`src/core/fl_consts.svh`:
```
// Pin timing, status bit positions and command byte for the flash host
`ifndef FL_CONSTS_SVH
`define FL_CONSTS_SVH

// ==========================================================
// Clock
`define FL_CLK_NS 4

// ==========================================================
// Bus cycle times (ns), least times rounded up to cycles
`define FL_T_ACC_NS 70
`define FL_T_WP_NS 35
`define FL_T_REC_NS 30
`define FL_T_ACC_CYC ((`FL_T_ACC_NS + `FL_CLK_NS - 1) / `FL_CLK_NS)
`define FL_T_WP_CYC ((`FL_T_WP_NS + `FL_CLK_NS - 1) / `FL_CLK_NS)
`define FL_T_REC_CYC ((`FL_T_REC_NS + `FL_CLK_NS - 1) / `FL_CLK_NS)

// ==========================================================
// Status bit positions in the data byte
`define FL_BIT_POLL 7
`define FL_BIT_TOGGLE 6
`define FL_BIT_FAIL 5
`define FL_BIT_WINDOW 3
`define FL_BIT_SECT 2

// ==========================================================
// Command byte that returns the device to array reads
`define FL_RESET_CMD 8'hf0

`endif

```
`src/core/fl_pkg.sv`:
```
// Types shared by the flash host modules
package fl_pkg;

    // User command kinds
    typedef enum logic [2:0] {
        FL_CMD_WRITE,
        FL_CMD_READ,
        FL_CMD_POLL,
        FL_CMD_ERASE_ADD
    } fl_cmd_t;

    // Outcome of a user command
    typedef enum logic [2:0] {
        FL_RES_OK,
        FL_RES_FAIL,
        FL_RES_BUSY,
        FL_RES_REFUSED,
        FL_RES_LOST
    } fl_res_t;

endpackage : fl_pkg

```
`src/core/fl_bus_cycle.sv`:
```
// One read or write cycle on the flash pins
`timescale 1ns/1ns
`include "fl_consts.svh"

module fl_bus_cycle (
    // Clock and reset
    input wire logic i_clk_sys,
    input wire logic i_resetn,
    // Cycle request
    input wire logic i_start,
    input wire logic i_write,
    input wire logic [19:0] i_addr,
    input wire logic [7:0] i_wdata,
    output logic o_done,
    output logic [7:0] o_rdata,
    // Flash pins
    output logic [19:0] o_fl_addr,
    input wire logic [7:0] i_fl_data,
    output logic [7:0] o_fl_data,
    output logic o_fl_data_oe,
    output logic o_fl_ce_n,
    output logic o_fl_oe_n,
    output logic o_fl_we_n
);

    typedef enum logic [1:0] {B_IDLE, B_SET, B_ACT, B_REC} fl_bst_t;

    fl_bst_t st_q;
    logic [4:0] cnt_q;
    logic wr_q;

    // ==========================================================
    // Cycle sequencer: setup, strobe, recovery
    always_ff @(posedge i_clk_sys or negedge i_resetn)
    begin
        if (!i_resetn)
        begin
            st_q <= B_IDLE;
            cnt_q <= 5'h00;
            wr_q <= 1'b0;
            o_done <= 1'b0;
            o_rdata <= 8'h00;
            o_fl_addr <= 20'h00000;
            o_fl_data <= 8'h00;
            o_fl_data_oe <= 1'b0;
            o_fl_ce_n <= 1'b1;
            o_fl_oe_n <= 1'b1;
            o_fl_we_n <= 1'b1;
        end
        else
        begin
            o_done <= 1'b0;
            case (st_q)
                B_IDLE:
                begin
                    if (i_start)
                    begin
                        st_q <= B_SET;
                        wr_q <= i_write;
                        o_fl_addr <= i_addr;
                        o_fl_data <= i_wdata;
                        o_fl_data_oe <= i_write;
                        o_fl_ce_n <= 1'b0;
                    end
                end
                B_SET:
                begin
                    st_q <= B_ACT;
                    o_fl_we_n <= !wr_q;
                    o_fl_oe_n <= wr_q;
                    cnt_q <= wr_q ? 5'(`FL_T_WP_CYC) : 5'(`FL_T_ACC_CYC);
                end
                B_ACT:
                begin
                    if (cnt_q == 5'h01)
                    begin
                        if (!wr_q)
                            o_rdata <= i_fl_data;
                        o_fl_we_n <= 1'b1;
                        o_fl_oe_n <= 1'b1;
                        o_fl_ce_n <= 1'b1;
                        cnt_q <= 5'(`FL_T_REC_CYC);
                        st_q <= B_REC;
                    end
                    else
                        cnt_q <= cnt_q - 5'h01;
                end
                default:
                begin
                    o_fl_data_oe <= 1'b0;
                    if (cnt_q == 5'h01)
                    begin
                        o_done <= 1'b1;
                        st_q <= B_IDLE;
                    end
                    else
                        cnt_q <= cnt_q - 5'h01;
                end
            endcase
        end
    end

    // Write strobe stays low for at least eight clocks once it falls
    AST_WE_PULSE: assert property (@(posedge i_clk_sys) disable iff (!i_resetn)
        $fell(o_fl_we_n) |-> !o_fl_we_n [*8])
        else $error("write strobe too short");

endmodule : fl_bus_cycle

```
`src/core/fl_poll_host.sv`:
```
// Host controller: flash writes, reads and write-status polling
`timescale 1ns/1ns
`include "fl_consts.svh"

module fl_poll_host #(
    parameter logic [7:0] RESET_CMD = `FL_RESET_CMD
) (
    // Clock and reset
    input wire logic i_clk_sys,
    input wire logic i_resetn,
    // User command port
    input wire logic i_cmd_valid,
    input wire fl_pkg::fl_cmd_t i_cmd,
    input wire logic [19:0] i_addr,
    input wire logic [7:0] i_wdata,
    input wire logic i_keep_polling,
    input wire logic i_skip_window,
    output logic o_cmd_ready,
    output logic o_done,
    output fl_pkg::fl_res_t o_result,
    output logic [7:0] o_rdata,
    output logic o_dev_busy,
    // Flash pins
    output logic [19:0] o_fl_addr,
    input wire logic [7:0] i_fl_data,
    output logic [7:0] o_fl_data,
    output logic o_fl_data_oe,
    output logic o_fl_ce_n,
    output logic o_fl_oe_n,
    output logic o_fl_we_n,
    input wire logic i_fl_ready_busy
);

    typedef enum logic [3:0] {
        S_IDLE, S_WR, S_RD, S_P1, S_P2, S_P3, S_PDATA, S_RST,
        S_E_PRE, S_E_WR, S_E_A, S_E_B, S_END
    } fl_st_t;

    fl_st_t st_q, st_d;
    fl_pkg::fl_res_t res_d;
    logic [19:0] addr_q;
    logic [7:0] wdata_q, first_q, bc_rdata, cyc_wdata;
    logic go_q, keep_q, skip_q, bc_done, cyc_wr, tog_same;
    logic [3:0] rd_cnt_q;
    logic rst_wr_q, fail_seen_q, pre_q, is_poll_q;

    // ==========================================================
    // Cycle engine
    assign cyc_wr = (st_q == S_WR) || (st_q == S_RST) || (st_q == S_E_WR);
    assign cyc_wdata = (st_q == S_RST) ? RESET_CMD : wdata_q;
    assign tog_same = bc_rdata[`FL_BIT_TOGGLE] == first_q[`FL_BIT_TOGGLE];

    fl_bus_cycle u_cyc (
        .i_clk_sys(i_clk_sys), .i_resetn(i_resetn),
        .i_start(go_q), .i_write(cyc_wr),
        .i_addr(addr_q),
        .i_wdata(cyc_wdata), .o_done(bc_done), .o_rdata(bc_rdata),
        .o_fl_addr(o_fl_addr), .i_fl_data(i_fl_data),
        .o_fl_data(o_fl_data), .o_fl_data_oe(o_fl_data_oe),
        .o_fl_ce_n(o_fl_ce_n), .o_fl_oe_n(o_fl_oe_n),
        .o_fl_we_n(o_fl_we_n)
    );

    assign o_cmd_ready = (st_q == S_IDLE);

    // ==========================================================
    // Next state and outcome
    always_comb
    begin
        st_d = st_q;
        res_d = o_result;
        case (st_q)
            S_IDLE:
            begin
                if (i_cmd_valid)
                begin
                    case (i_cmd)
                        fl_pkg::FL_CMD_WRITE: st_d = S_WR;
                        fl_pkg::FL_CMD_READ: st_d = S_RD;
                        fl_pkg::FL_CMD_POLL: st_d = S_P1;
                        default: st_d = i_skip_window ? S_E_WR : S_E_PRE;
                    endcase
                end
            end
            S_WR, S_RD, S_PDATA, S_RST:
            begin
                if (bc_done)
                begin
                    st_d = S_END;
                    res_d = (st_q == S_RST) ? fl_pkg::FL_RES_FAIL
                        : fl_pkg::FL_RES_OK;
                end
            end
            S_P1:
                if (bc_done)
                    st_d = S_P2;
            S_P2:
            begin
                if (bc_done)
                begin
                    if (tog_same)
                        st_d = S_PDATA;
                    else if (bc_rdata[`FL_BIT_FAIL])
                        st_d = S_P3;
                    else if (keep_q)
                        st_d = S_P1;
                    else
                    begin
                        st_d = S_END;
                        res_d = fl_pkg::FL_RES_BUSY;
                    end
                end
            end
            S_P3:
            begin
                if (bc_done)
                    st_d = tog_same ? S_PDATA : S_RST;
            end
            S_E_PRE:
            begin
                if (bc_done)
                begin
                    if (bc_rdata[`FL_BIT_WINDOW])
                    begin
                        st_d = S_END;
                        res_d = fl_pkg::FL_RES_REFUSED;
                    end
                    else
                        st_d = S_E_WR;
                end
            end
            S_E_WR:
                if (bc_done)
                    st_d = S_E_A;
            S_E_A:
                if (bc_done)
                    st_d = S_E_B;
            S_E_B:
            begin
                if (bc_done)
                begin
                    st_d = S_END;
                    if (tog_same)
                        res_d = fl_pkg::FL_RES_LOST;
                    else if (!skip_q && bc_rdata[`FL_BIT_WINDOW])
                        res_d = fl_pkg::FL_RES_LOST;
                    else
                        res_d = fl_pkg::FL_RES_OK;
                end
            end
            default:
                st_d = S_IDLE;
        endcase
    end

    // ==========================================================
    // State, cycle launch and outputs
    always_ff @(posedge i_clk_sys or negedge i_resetn)
    begin
        if (!i_resetn)
        begin
            st_q <= S_IDLE;
            go_q <= 1'b0;
            o_done <= 1'b0;
            o_result <= fl_pkg::FL_RES_OK;
            o_dev_busy <= 1'b0;
        end
        else
        begin
            st_q <= st_d;
            go_q <= (st_d != st_q) && (st_d != S_IDLE) && (st_d != S_END);
            o_done <= (st_q == S_END);
            o_result <= res_d;
            o_dev_busy <= !i_fl_ready_busy; // Inverted pin level, registered
        end
    end

    // Command capture and read data
    always_ff @(posedge i_clk_sys or negedge i_resetn)
    begin
        if (!i_resetn)
        begin
            addr_q <= 20'h00000;
            wdata_q <= 8'h00;
            keep_q <= 1'b0;
            skip_q <= 1'b0;
            first_q <= 8'h00;
            o_rdata <= 8'h00;
        end
        else
        begin
            if (st_q == S_IDLE && i_cmd_valid)
            begin
                addr_q <= i_addr;
                wdata_q <= i_wdata;
                keep_q <= i_keep_polling;
                skip_q <= i_skip_window;
            end
            if (bc_done && !cyc_wr)
            begin
                first_q <= bc_rdata;
                if (st_q == S_RD || st_q == S_PDATA)
                    o_rdata <= bc_rdata;
            end
        end
    end

    // ==========================================================
    // Assertion helpers: reads and events within one command
    always_ff @(posedge i_clk_sys or negedge i_resetn)
    begin
        if (!i_resetn)
        begin
            rd_cnt_q <= 4'h0;
            rst_wr_q <= 1'b0;
            fail_seen_q <= 1'b0;
            pre_q <= 1'b0;
            is_poll_q <= 1'b0;
        end
        else if (st_q == S_IDLE)
        begin
            rd_cnt_q <= 4'h0;
            rst_wr_q <= 1'b0;
            fail_seen_q <= 1'b0;
            pre_q <= 1'b0;
            is_poll_q <= i_cmd == fl_pkg::FL_CMD_POLL;
        end
        else if (bc_done)
        begin
            if (!cyc_wr && rd_cnt_q != 4'hf)
                rd_cnt_q <= rd_cnt_q + 4'h1;
            if (st_q == S_RST)
                rst_wr_q <= 1'b1;
            if (st_q == S_P2 && bc_rdata[`FL_BIT_FAIL])
                fail_seen_q <= 1'b1;
            if (st_q == S_E_PRE)
                pre_q <= 1'b1;
        end
    end

    // ==========================================================
    // Assertions
    AST_DOUBLE_READ: assert property (
        @(posedge i_clk_sys) disable iff (!i_resetn)
        (st_q == S_END && is_poll_q) |-> rd_cnt_q >= 4'h2)
        else $error("poll decided before two reads");
    AST_DATA_AFTER: assert property (
        @(posedge i_clk_sys) disable iff (!i_resetn)
        (st_q == S_P2 && bc_done && tog_same) |=> st_q == S_PDATA && go_q)
        else $error("no array read after steady toggle");
    AST_RECHECK: assert property (
        @(posedge i_clk_sys) disable iff (!i_resetn)
        (st_q == S_P3) |-> fail_seen_q)
        else $error("recheck without fail bit");
    AST_FAIL_RESET: assert property (
        @(posedge i_clk_sys) disable iff (!i_resetn)
        (o_done && o_result == fl_pkg::FL_RES_FAIL) |-> $past(rst_wr_q))
        else $error("failure reported without reset write");
    AST_RESTART: assert property (
        @(posedge i_clk_sys) disable iff (!i_resetn)
        (st_q == S_P2 && bc_done && !tog_same &&
         !bc_rdata[`FL_BIT_FAIL] && keep_q) |=> st_q == S_P1 && go_q)
        else $error("poll loop skipped first double read");
    AST_CONFIRM: assert property (
        @(posedge i_clk_sys) disable iff (!i_resetn)
        (st_q == S_E_B && bc_done) |-> rd_cnt_q >= 4'h1)
        else $error("window judged before toggle confirmation");
    AST_PRE_CHECK: assert property (
        @(posedge i_clk_sys) disable iff (!i_resetn)
        (go_q && st_q == S_E_WR && !skip_q) |-> pre_q)
        else $error("sector add without prior window read");
    AST_VALID_ADDR: assert property (
        @(posedge i_clk_sys) disable iff (!i_resetn)
        (!o_fl_oe_n && st_q != S_IDLE) |-> o_fl_addr == addr_q)
        else $error("status read at wrong address");
    AST_DONE_PULSE: assert property (
        @(posedge i_clk_sys) disable iff (!i_resetn)
        o_done |=> !o_done && o_cmd_ready)
        else $error("done not a single pulse");

endmodule : fl_poll_host

```
`config.mk`:
```
export PLATFORM = sky130hd
export DESIGN_NAME = fl_poll_host
export DESIGN_NICKNAME = d
export VERILOG_FILES = /design/src/core/fl_pkg.sv /design/src/core/fl_bus_cycle.sv /design/src/core/fl_poll_host.sv
export VERILOG_INCLUDE_DIRS = /design/src /design/src/core
export SDC_FILE = /design/constraint.sdc
export NUM_CORES = 1
export LEC_CHECK = 0
export ABC_AREA = 1
export BUFFER_PORTS_ARGS = -buffer_cell sky130_fd_sc_hd__buf_4
export CORE_MARGIN = 2
export CORE_UTILIZATION = 35
export CTS_CLUSTER_SIZE = 14
export DETAILED_ROUTE_END_ITERATION = 10
export GPL_TIMING_DRIVEN = 0
export SLEW_MARGIN = 20
export SYNTH_ARGS = -nofsm -noshare
export SYNTH_HDL_FRONTEND = slang
export SYNTH_SLANG_ARGS = --single-unit
```
`constraint.sdc`:
```
create_clock -name i_clk_sys -period 3.5 [get_ports i_clk_sys]
set_input_delay 0.35 -clock i_clk_sys [delete_from_list [all_inputs] [get_ports i_clk_sys]]
set_output_delay 0.35 -clock i_clk_sys [all_outputs]
set_load 0.05 [all_outputs]
```
==> out/summary.txt, run 1 <==
Status: finished clean
Reg-to-reg endpoint: u_cyc.cnt_q[2]
I/O pins: 91
Fraction of registers with async set/reset: 100%
Layout cells sized above 1: 23.3%
Power Dens Cells: 944 mW/mm²
Mapped Area: 0.00436 mm²
YS warnings: 0
CTS tree: yes
Final std cells w/o fill: 769
Multi-input gate area: 0.00159 mm²
Die area: 0.0134 mm²
Gate Count Post-Synth: 495
Fmax: 531 MHz
Setup TNS: 0 ps
Clock sink total: 98
Maximum clock insertion buffer count: 2
Critical path class: reg -> reg
CP max FO: 9
Type of origin of the critical path: flip-flop
End point of the critical path: u_cyc.cnt_q[2]
Final routed DRC violation total: 0
Remaining Overflow, GRT: 0
Post-CTS sizing: 0
P_leak: 0.00278 µW
Fin. max-slew vios: 0
Initial Utilization: 36.1%
TritonCTS Buffers: 9
Most numerous cell in the Yosys netlist: nand2_1
Post-synthesis cell type count: 34
Final hold vios: 0
Layout area overhead: 27.0%
WL/cell: 13.3 µm
Area leader, netlist: dfrtp_1
First-pass GRT wire length: 17.1 mm
Total number of vias: 3566
Critical Path Most Common Cell: inv_1
Post-CTS Setup Inserts: 0
Top FF cell, synth: dfrtp_1
Vias per inst: 4.64
Worst vdd ir: 0.400 mV
Clock root buffer: clkbuf_16
Worst path depth: 8
Max_cap viols: 0
RSZ-0062 raised after global routing: no
Largest cells by area after synthesis: dfrtp_1 (55%), nand2_1 (12%), o21ai_0 (7.2%), inv_1 (4.8%), nor2_1 (3.6%)
Setup slack, reg-to-reg: 1620 ps
Clock power share: 18.7%
Sw Share: 43.7%
Aggregate routed wire length: 10.2 mm
Vias in the first global route: 3496
Fin Clk Skew: 5.22 ps
Critical path arrival: 2150 ps
Sequential Power Share: 36.3%
Slowest cell on crit path: o21ai_1
Core Area: 0.0121 mm²
Logic pwr share: 45.0%
RePlAce Congestion: 0.850
Crit path from: u_cyc.st_q[0]
Final setup fails: 0
Post-cts hold buffer count: 0
Initial DRC count: 171
Initial antenna violation count: 0
# H-tree levels: 3
Total GRT Usage: 16.4%
Worst skew pair latency: 340 ps
Largest net degree at the start of global routing: 99
PortBufs: 90
Buffers and inverters on the worst path: 3
Critical R2R Launch: u_cyc.st_q[0]
Die H: 116 µm
CP endpoint kind: flip-flop
# fillers: 1190
Post-synth EDFFs: 0
Share of the synthesized area in the top cell type: 54.6%
CP delay by family, top: compound AO/OA/AOI/OAI gates
Nets@finish: 648
Tcrit/Tclk final: 53.8%
Initial DRT Pass Iterations: 4
Slew Limit Headroom: 42.4%
Die X-Extent: 116 µm
Int Pwr: 2940 µW
Reg2Reg Depth: 8
Clk slew on worst S/H paths: 60 ps
Worst slew pin tran: 865 ps
Worst hold path type: in -> async
Sw power: 2280 µW
Max stage delay on crit path: 430 ps
Total power: 5230 µW
Syn Area/Cell: 8.80 µm²
Seq cells post-synth: 98
Req. time, crit path: 3760 ps
Design Area, Final: 0.00554 mm²
Post-DP HPWL: 7.37 mm
Final core occ: 45.9%
Std-Cell Rows: 40
Post-Synthesis Net Count: 547
Commonest cells in the netlist: nand2_1 (135), dfrtp_1 (95), o21ai_0 (63)
CP cell instances: inv_1, ha_1, buf_2, o21ai_1, inv_1, nand2_1, o22ai_1, a21oi_1
Sequential element share of the synthesized area: 56.4%
Dpl cell area: 0.00525 mm²
Placed insts: 753
Final Critical Period: 1880 ps
# diodes: 0
Seq. cell area: 0.00246 mm²
DRT antenna net count: 0
[flip-flops by register name, indices dropped and copies added (netlist names)]
register and flops:
u_cyc.o_fl_data_oe 1, u_cyc.o_fl_addr 20, u_cyc.o_fl_we_n 1, u_cyc.cnt_q 5
addr_q 20, o_dev_busy 1, u_cyc.o_fl_ce_n 1, keep_q 1
u_cyc.o_fl_oe_n 1, skip_q 1, u_cyc.wr_q 1, u_cyc.o_rdata 8
u_cyc.o_fl_data 8, u_cyc.st_q 2, wdata_q 8, go_q 1
first_q 1, st_q 4, u_cyc.o_done 1, o_rdata 8
o_done 1, o_result 3
[per-stage QoR]
stage,worst slack (ps),hold WS [ps]
after floorplan,1860,54.4
after global placement,1660,457
after detailed placement,1620,459
after CTS,1600,135
after global routing,1380,138
final,1620,106
[power groups by stage]
stage / clock (µW) / combinational, µW / sequential, µW
3_5_place_dp: 0 / 2360 / 1920
4_1_cts: 1000 / 2370 / 1900
6_report: 975 / 2350 / 1900
3_3_place_gp: 0 / 2320 / 1900
2_1_floorplan: 0 / 1020 / 2550
5_1_grt: 1060 / 2610 / 1960
[area by class of cell]
class | instances | area share, %
inverter | 62 | 4.20
clock buffer | 11 | 4.20
timing repair buffer | 90 | 12.3
sequential | 98 | 44.4
tap | 168 | 3.80
buffer | 16 | 1.38
multi-input combinational | 319 | 28.8
clock inverter | 5 | 1.02
[routing by layer]
metal	vias up	wire, µm	global-route usage (%)
li1	1782	-	-
met1	1680	4730	22.3
met2	91	4810	25.4
met3	13	513	3.40
met4	0	178	7.55
met5	-	0	0
[how the worst min path moves through the flow]
stage	startpoint	to	slack, ps	depth (start not counted)
2_1_floorplan	i_resetn	addr_q[0]	50	0
3_3_place_gp	wdata_q[0]	wdata_q[0]	460	2
3_5_place_dp	wdata_q[1]	wdata_q[1]	460	2
4_1_cts	i_fl_ready_busy	o_dev_busy	140	2
5_1_grt	i_fl_ready_busy	o_dev_busy	140	2
6_report	i_resetn	u_cyc.o_fl_addr[3]	110	1
[worst register-to-register path, cell delays in order (launching register included)]
cell and delay (ps):
dfrtp_1 410, inv_1 90, ha_1 280, buf_2 160
o21ai_1 430, inv_1 130, nand2_1 110, o22ai_1 70
a21oi_1 130
[logic make-up (layout without fill, tap and decap cells)]
group,after synthesis,in the layout,share of synthesized area (%)
simple gates,205,205,19.5
fa+ha+maj,7,7,2.01
compound gates,97,97,12.1
flops,98,98,56.4
buf+inv,78,184,7.09
mux,10,10,2.93
[layout by cell type, fill, tap and decap left out, drive strengths merged, types with 2 or more instances in the layout]
| cell | netlist | layout |
|---|---|---|
| nand2 | 139 | 139 |
| buf | 6 | 96 |
| dfrtp | 95 | 95 |
| o21ai | 67 | 67 |
| inv | 62 | 63 |
| nor2 | 46 | 46 |
| clkbuf | 10 | 21 |
| a21oi | 13 | 13 |
| nand3 | 13 | 13 |
| mux2 | 10 | 10 |
| ha | 7 | 7 |
| a31oi | 6 | 6 |
| nor3 | 4 | 4 |
| a22oi | 4 | 4 |
| o22ai | 3 | 3 |
| dfstp | 3 | 3 |
| nand4 | 2 | 2 |
| clkinv | 0 | 2 |
Power figures use the tool's default switching activity.
==> run 2: changes to the inputs <==
==> constraint.sdc (replaced) <==
create_clock -name i_clk_sys -period 2 [get_ports i_clk_sys]
set_input_delay 0.2 -clock i_clk_sys [delete_from_list [all_inputs] [get_ports i_clk_sys]]
set_output_delay 0.2 -clock i_clk_sys [all_outputs]
set_load 0.05 [all_outputs]
==> out/summary.txt, run 2 (synthesis gave the netlist of run 1 again) <==
CP max FO: 10 (+1)
Total number of vias: 3574 (+0.22%)
Dpl cell area: 0.00525 mm² (unchanged)
Nets@finish: 648 (unchanged)
PortBufs: 90 (unchanged)
Final Critical Period: 1820 ps (-65.4 ps)
Max_cap viols: 0 (unchanged)
Post-DP HPWL: 7.37 mm (unchanged)
CP endpoint kind: flip-flop
Post-CTS Setup Inserts: 0 (unchanged)
Tcrit/Tclk final: 90.9% (+37 points)
Power Dens Cells: 1650 mW/mm² (+75%)
Req. time, crit path: 2230 ps (-1530 ps)
CTS tree: yes
# H-tree levels: 3 (unchanged)
First-pass GRT wire length: 17.1 mm (about the same)
Die H: 116 µm (unchanged)
Clk slew on worst S/H paths: 70 ps (about the same)
Logic pwr share: 45.1% (about the same)
Initial DRC count: 158 (-7.6%)
Initial Utilization: 36.1% (unchanged)
Critical path class: reg -> reg
Most frequent cells in the layout: nand2_1 (134), dfrtp_1 (95), buf_4 (90)
Largest regs: addr_q x20, u_cyc.o_fl_addr x20
Int Pwr: 5160 µW (+75%)
Worst skew pair latency: 340 ps (about the same)
Fin. max-slew vios: 0 (unchanged)
M2 GR Usage: 25.4% (unchanged)
Std-Cell Rows: 40 (unchanged)
Fmax: 550 MHz (+3.6%)
Initial DRT Pass Iterations: 4 (unchanged)
Layout cells sized above 1: 23.8% (+0.50 points)
Slew Limit Headroom: 42.3% (-0.077 points)
GR Layer Usage met1: 22.3% (+0.034 points)
Die area: 0.0134 mm² (unchanged)
Die X-Extent: 116 µm (unchanged)
Clock sink total: 98 (unchanged)
Busiest grt layer: met2
Design Area, Final: 0.00555 mm² (+0.29%)
Largest net degree at the start of global routing: 99 (unchanged)
Final routed DRC violation total: 0 (unchanged)
Clock root buffer: clkbuf_16
Worst hold path type: in -> async
Initial antenna violation count: 0 (unchanged)
Final hold slack: -44.1 ps (-150 ps)
Fin Clk Skew: 5.53 ps (+0.311 ps)
RePlAce Congestion: 0.850 (unchanged)
# diodes: 0 (unchanged)
Layout area overhead: 27.4%
Aggregate routed wire length: 10.2 mm (-0.11%)
Clock power share: 18.6% (about the same)
Remaining Overflow, GRT: 0 (unchanged)
Most common cell after layout, fill and taps aside: nand2_1
I/O pins: 91 (unchanged)
Vias per inst: 4.65 (+0.22%)
DRT antenna net count: 0 (unchanged)
RSZ-0062 raised after global routing: no
Type of origin of the critical path: flip-flop
Vias in the first global route: 3499 (+0.086%)
Total GRT Usage: 16.4% (about the same)
Sequential Power Share: 36.3% (about the same)
Failing checks: hold timing
TritonCTS Buffers: 9 (unchanged)
Worst slew pin tran: 866 ps (+1.16 ps)
Final setup fails: 0 (unchanged)
Sw Share: 43.7% (about the same)
Status: finished, violations left
Sw power: 4000 µW (+75%)
Core Area: 0.0121 mm² (unchanged)
M3 GR Usage: 3.40% (unchanged)
P_leak: 0.00278 µW (+0.15%)
Maximum clock insertion buffer count: 2 (unchanged)
Setup TNS: 0 ps (unchanged)
Worst vdd ir: 0.700 mV (+75%)
Critical path arrival: 2040 ps (-110 ps)
WL/cell: 13.3 µm (-0.11%)
Final hold vios: 95 (+95)
-- run 2: cell count changes in the layout (fill, tap and decap cells not counted) --
cell           change
buf_1              -1
o21ai_2            +1
dlygate4sd3_1      +1
o21ai_1            -1
clkinvlp_4         +1
nand2_1            -1
inv_1              -1
nand2_2            +1
-- run 2: through the flow --
stage | instances | worst slack [ps] | total power (µW) | util, %
2_1_floorplan | 495 | 355 | 6250 | -
3_3_place_gp | 753 | 157 | 7390 | 43.5
3_5_place_dp | 753 | 123 | 7490 | 43.5
4_1_cts | 770 | 96.6 | 9230 | 46.0
5_1_grt | 769 | 1.58 | 9850 | 46.0
6_report | 769 | 182 | 9160 | 46.0
-- run 2: repair_timing --
action / 4_1_cts / 5_1_grt
hold buffers: 1 / 0
hold endpoints to repair: 1 / 0
resized for setup: 0 / 3
setup endpoints to repair: 0 / 9
-- run 2: critical path, stage by stage (launching register included) --
cell and delay, ps:
dfrtp_1 480, inv_2 170, nand2_4 80, nor2_4 200
a21oi_2 60, inv_2 90, nor2_4 40, nand2_1 110
buf_6 160, mux2_4 310
-- run 2: power groups by stage --
| stage | Combinational [µW] | Sequential (µW) | Clock (µW) |
|---|---|---|---|
| floorplan | 1780 | 4470 | 0 |
| global placement | 4070 | 3320 | 0 |
| detailed placement | 4140 | 3360 | 0 |
| CTS | 4150 | 3330 | 1750 |
| global route | 4580 | 3420 | 1850 |
| finish | 4130 | 3320 | 1710 |
-- run 2: layer usage --
metal	part of all wire (%)	wire [µm]
met2	47	4790
met3	5.1	523
met1	46	4730
met5	0	0
met4	1.7	178
-- run 2: path summary, 6_finish.rpt --
kind / cells after the start / end / startpoint / slack (ps)
setup / recovery: 9 / o_rdata[1] / st_q[3] / 180
setup reg to reg: 9 / o_rdata[1] / st_q[3] / 180
max in group asynchronous: 1 / u_cyc.cnt_q[1] / i_resetn / 1480
hold / removal: 1 / u_cyc.o_fl_addr[3] / i_resetn / -40
min in group i_clk_sys: 3 / wdata_q[3] / i_wdata[3] / 60
hold reg to reg: 2 / wdata_q[1] / wdata_q[1] / 470
-- run 2: cell type report --
cell class,count,area (µm²)
clock buffer,11,233
timing repair buffer,91,689
inverter,62,236
buffer,15,72.6
sequential,98,2460
multi-input combinational,319,1600
tap,168,210
fill,1190,6510
clock inverter,5,56.3
==> run 3: changes to the inputs <==
--- a/config.mk
+++ b/config.mk
@@ -13,6 +13,7 @@
 export CTS_CLUSTER_SIZE = 14
 export DETAILED_ROUTE_END_ITERATION = 10
 export GPL_TIMING_DRIVEN = 0
+export RECOVER_POWER = 50
 export SLEW_MARGIN = 20
 export SYNTH_ARGS = -nofsm -noshare
 export SYNTH_HDL_FRONTEND = slang
==> out/summary.txt, run 3 (synthesis gave the netlist of run 1 again) <==
Total GRT Usage: 16.4% (unchanged)
PortBufs: 90 (unchanged)
RePlAce Congestion: 0.850 (unchanged)
Clock sink total: 98 (unchanged)
CP max FO: 10 (unchanged)
Fmax: 550 MHz (about the same)
Power Dens Cells: 1650 mW/mm² (about the same)
Post-CTS Setup Inserts: 0 (unchanged)
Final hold slack: 57.4 ps (+102 ps)
WL/cell: 13.3 µm (+0.19%)
# diodes: 0 (unchanged)
Die X-Extent: 116 µm (unchanged)
Buffers and inverters on the worst path: 3 (unchanged)
Hold Crit Depth: 3
Clock power share: 18.9% (+0.3 points)
Most common cell after layout, fill and taps aside: nand2_1
Maximum clock insertion buffer count: 2 (unchanged)
Final Critical Period: 1820 ps (-0.110 ps)
Worst hold path type: in -> reg
First-pass GRT wire length: 17.1 mm (unchanged)
Initial Utilization: 36.1% (unchanged)
Nets@finish: 648 (unchanged)
Status: finished clean
Worst slew pin tran: 1310 ps (+444 ps)
Die area: 0.0134 mm² (unchanged)
Vias per inst: 4.64 (-0.22%)
CTS tree: yes
Slew Limit Headroom: 12.7% (-30 points)
Final routed DRC violation total: 0 (unchanged)
Logic pwr share: 44.4% (-0.7 points)
Critical path arrival: 2040 ps (about the same)
Fin Clk Skew: 4.77 ps (-0.760 ps)
Setup slack, reg-to-reg: 180 ps (about the same)
Vias in the first global route: 3499 (unchanged)
Fin. max-slew vios: 0 (unchanged)
CP endpoint kind: flip-flop
Most frequent cells in the layout: nand2_1 (134), dfrtp_1 (95), buf_4 (70)
Final setup fails: 0 (unchanged)
CP cell instances: inv_2, nand2_4, nor2_4, a21oi_2, inv_2, nor2_4, nand2_1, buf_6, mux2_4
# H-tree levels: 3 (unchanged)
Layout area overhead: 25.7%
TritonCTS Buffers: 9 (unchanged)
Total number of vias: 3566 (-0.22%)
Hold Path Sink: wdata_q[3]
Std-Cell Rows: 40 (unchanged)
I/O pins: 91 (unchanged)
P_leak: 0.00270 µW (-2.7%)
Die H: 116 µm (unchanged)
Initial DRC count: 165 (+4.4%)
Initial antenna violation count: 0 (unchanged)
Final hold vios: 0 (-100%)
Aggregate routed wire length: 10.2 mm (+0.19%)
Reg-to-reg endpoint: o_rdata[1]
Reg2Reg Depth: 9 (unchanged)
Tcrit/Tclk final: 90.9% (about the same)
Largest regs: addr_q x20, u_cyc.o_fl_addr x20
Dpl cell area: 0.00525 mm² (unchanged)
Clock root buffer: clkbuf_16
Design Area, Final: 0.00548 mm² (-1.4%)
Slowest cell on crit path: dfrtp_1
Remaining Overflow, GRT: 0 (unchanged)
Int Pwr: 5040 µW (-2.3%)
Critical R2R Launch: st_q[3]
Sw Share: 44.2% (+0.56 points)
Clk slew on worst S/H paths: 70 ps (about the same)
Sw power: 4000 µW (about the same)
DRT antenna net count: 0 (unchanged)
RSZ-0062 raised after global routing: no
Max stage delay on crit path: 480 ps (about the same)
Setup TNS: 0 ps (unchanged)
Max_cap viols: 0 (unchanged)
Sequential Power Share: 36.7% (+0.4 points)
Seq. cell area: 0.00246 mm² (unchanged)
Type of origin of the critical path: flip-flop
Core Area: 0.0121 mm² (unchanged)
Worst vdd ir: 0.699 mV (-0.15%)
Multi-input gate area: 0.00160 mm² (unchanged)
Worst skew pair latency: 340 ps (about the same)
Req. time, crit path: 2230 ps (about the same)
Critical path class: reg -> reg
HP Start: i_wdata[3]
CP delay by family, top: flip-flops
Initial DRT Pass Iterations: 4 (unchanged)
# fillers: 1209 (+1.6%)
Layout cells sized above 1: 20.6% (-3.2 points)
Post-DP HPWL: 7.37 mm (unchanged)
Largest net degree at the start of global routing: 99 (unchanged)
run 3: cell types whose count changed in the layout (fill, tap and decap cells not counted):
| cell | before | now |
|---|---|---|
| clkbuf_1 | 11 | 30 |
| clkbuf_4 | 0 | 2 |
| buf_4 | 90 | 70 |
| buf_6 | 2 | 1 |
run 3: cell type report:
class                           instances  area share [%]
Tap cell                              168            3.84
Clock inverter                          5            1.03
Buffer                                 15            1.32
Sequential cell                        98            44.8
Timing Repair Buffer                   91            11.2
Clock buffer                           11            4.25
Inverter                               62            4.32
Multi-Input combinational cell        319            29.2
run 3: worst max path at each step:
stage                              from                 end  slack [ps]  depth (start not counted)
after floorplan                 st_q[0]         o_result[0]         360                         11
after global placement          st_q[1]          o_rdata[4]         160                          8
after detailed placement  u_cyc.st_q[0]  u_cyc.o_fl_data[3]         120                          7
after CTS                 u_cyc.st_q[0]  u_cyc.o_fl_data[3]         100                          7
after global routing      u_cyc.st_q[0]  u_cyc.o_fl_data_oe           2                          6
final                           st_q[3]          o_rdata[1]         180                          9
run 3: worst register-to-register path, cell delays in order, from the launching register on:
cell     delay [ps]
dfrtp_1         480
inv_2           170
nand2_4          80
nor2_4          200
a21oi_2          60
inv_2            90
nor2_4           40
nand2_1         110
buf_6           160
mux2_4          310
run 3: stage by stage:
| stage | util [%] | cells | total power (µW) | setup slack [ps] |
|---|---|---|---|---|
| finish | 45.4 | 769 | 9040 | 182 |
| global route | 45.4 | 769 | 9730 | 1.58 |
| CTS | 46.0 | 770 | 9230 | 96.6 |
| detailed placement | 43.5 | 753 | 7490 | 123 |
| global placement | 43.5 | 753 | 7390 | 157 |
| floorplan | - | 495 | 6250 | 355 |
run 3: timing repair:
action / CTS / global route
hold endpoints to repair: 1 / 0
hold buffers: 1 / 0
gates resized for setup: 0 / 3
endpoints found under the setup margin: 0 / 9
run 3: power by group through the flow:
stage	clock network [µW]	logic [µW]	registers [µW]
6_report	1710	4010	3320
3_3_place_gp	0	4070	3320
4_1_cts	1750	4150	3330
3_5_place_dp	0	4140	3360
2_1_floorplan	0	1780	4470
5_1_grt	1850	4460	3420
run 3: routing by layer:
metal / wire (µm) / share of wire (%) / GRT usage (%)
met5: 0 / 0 / 0
met4: 178 / 1.7 / 7.55
met3: 512 / 5.0 / 3.40
met2: 4790 / 47 / 25.4
met1: 4760 / 46 / 22.3
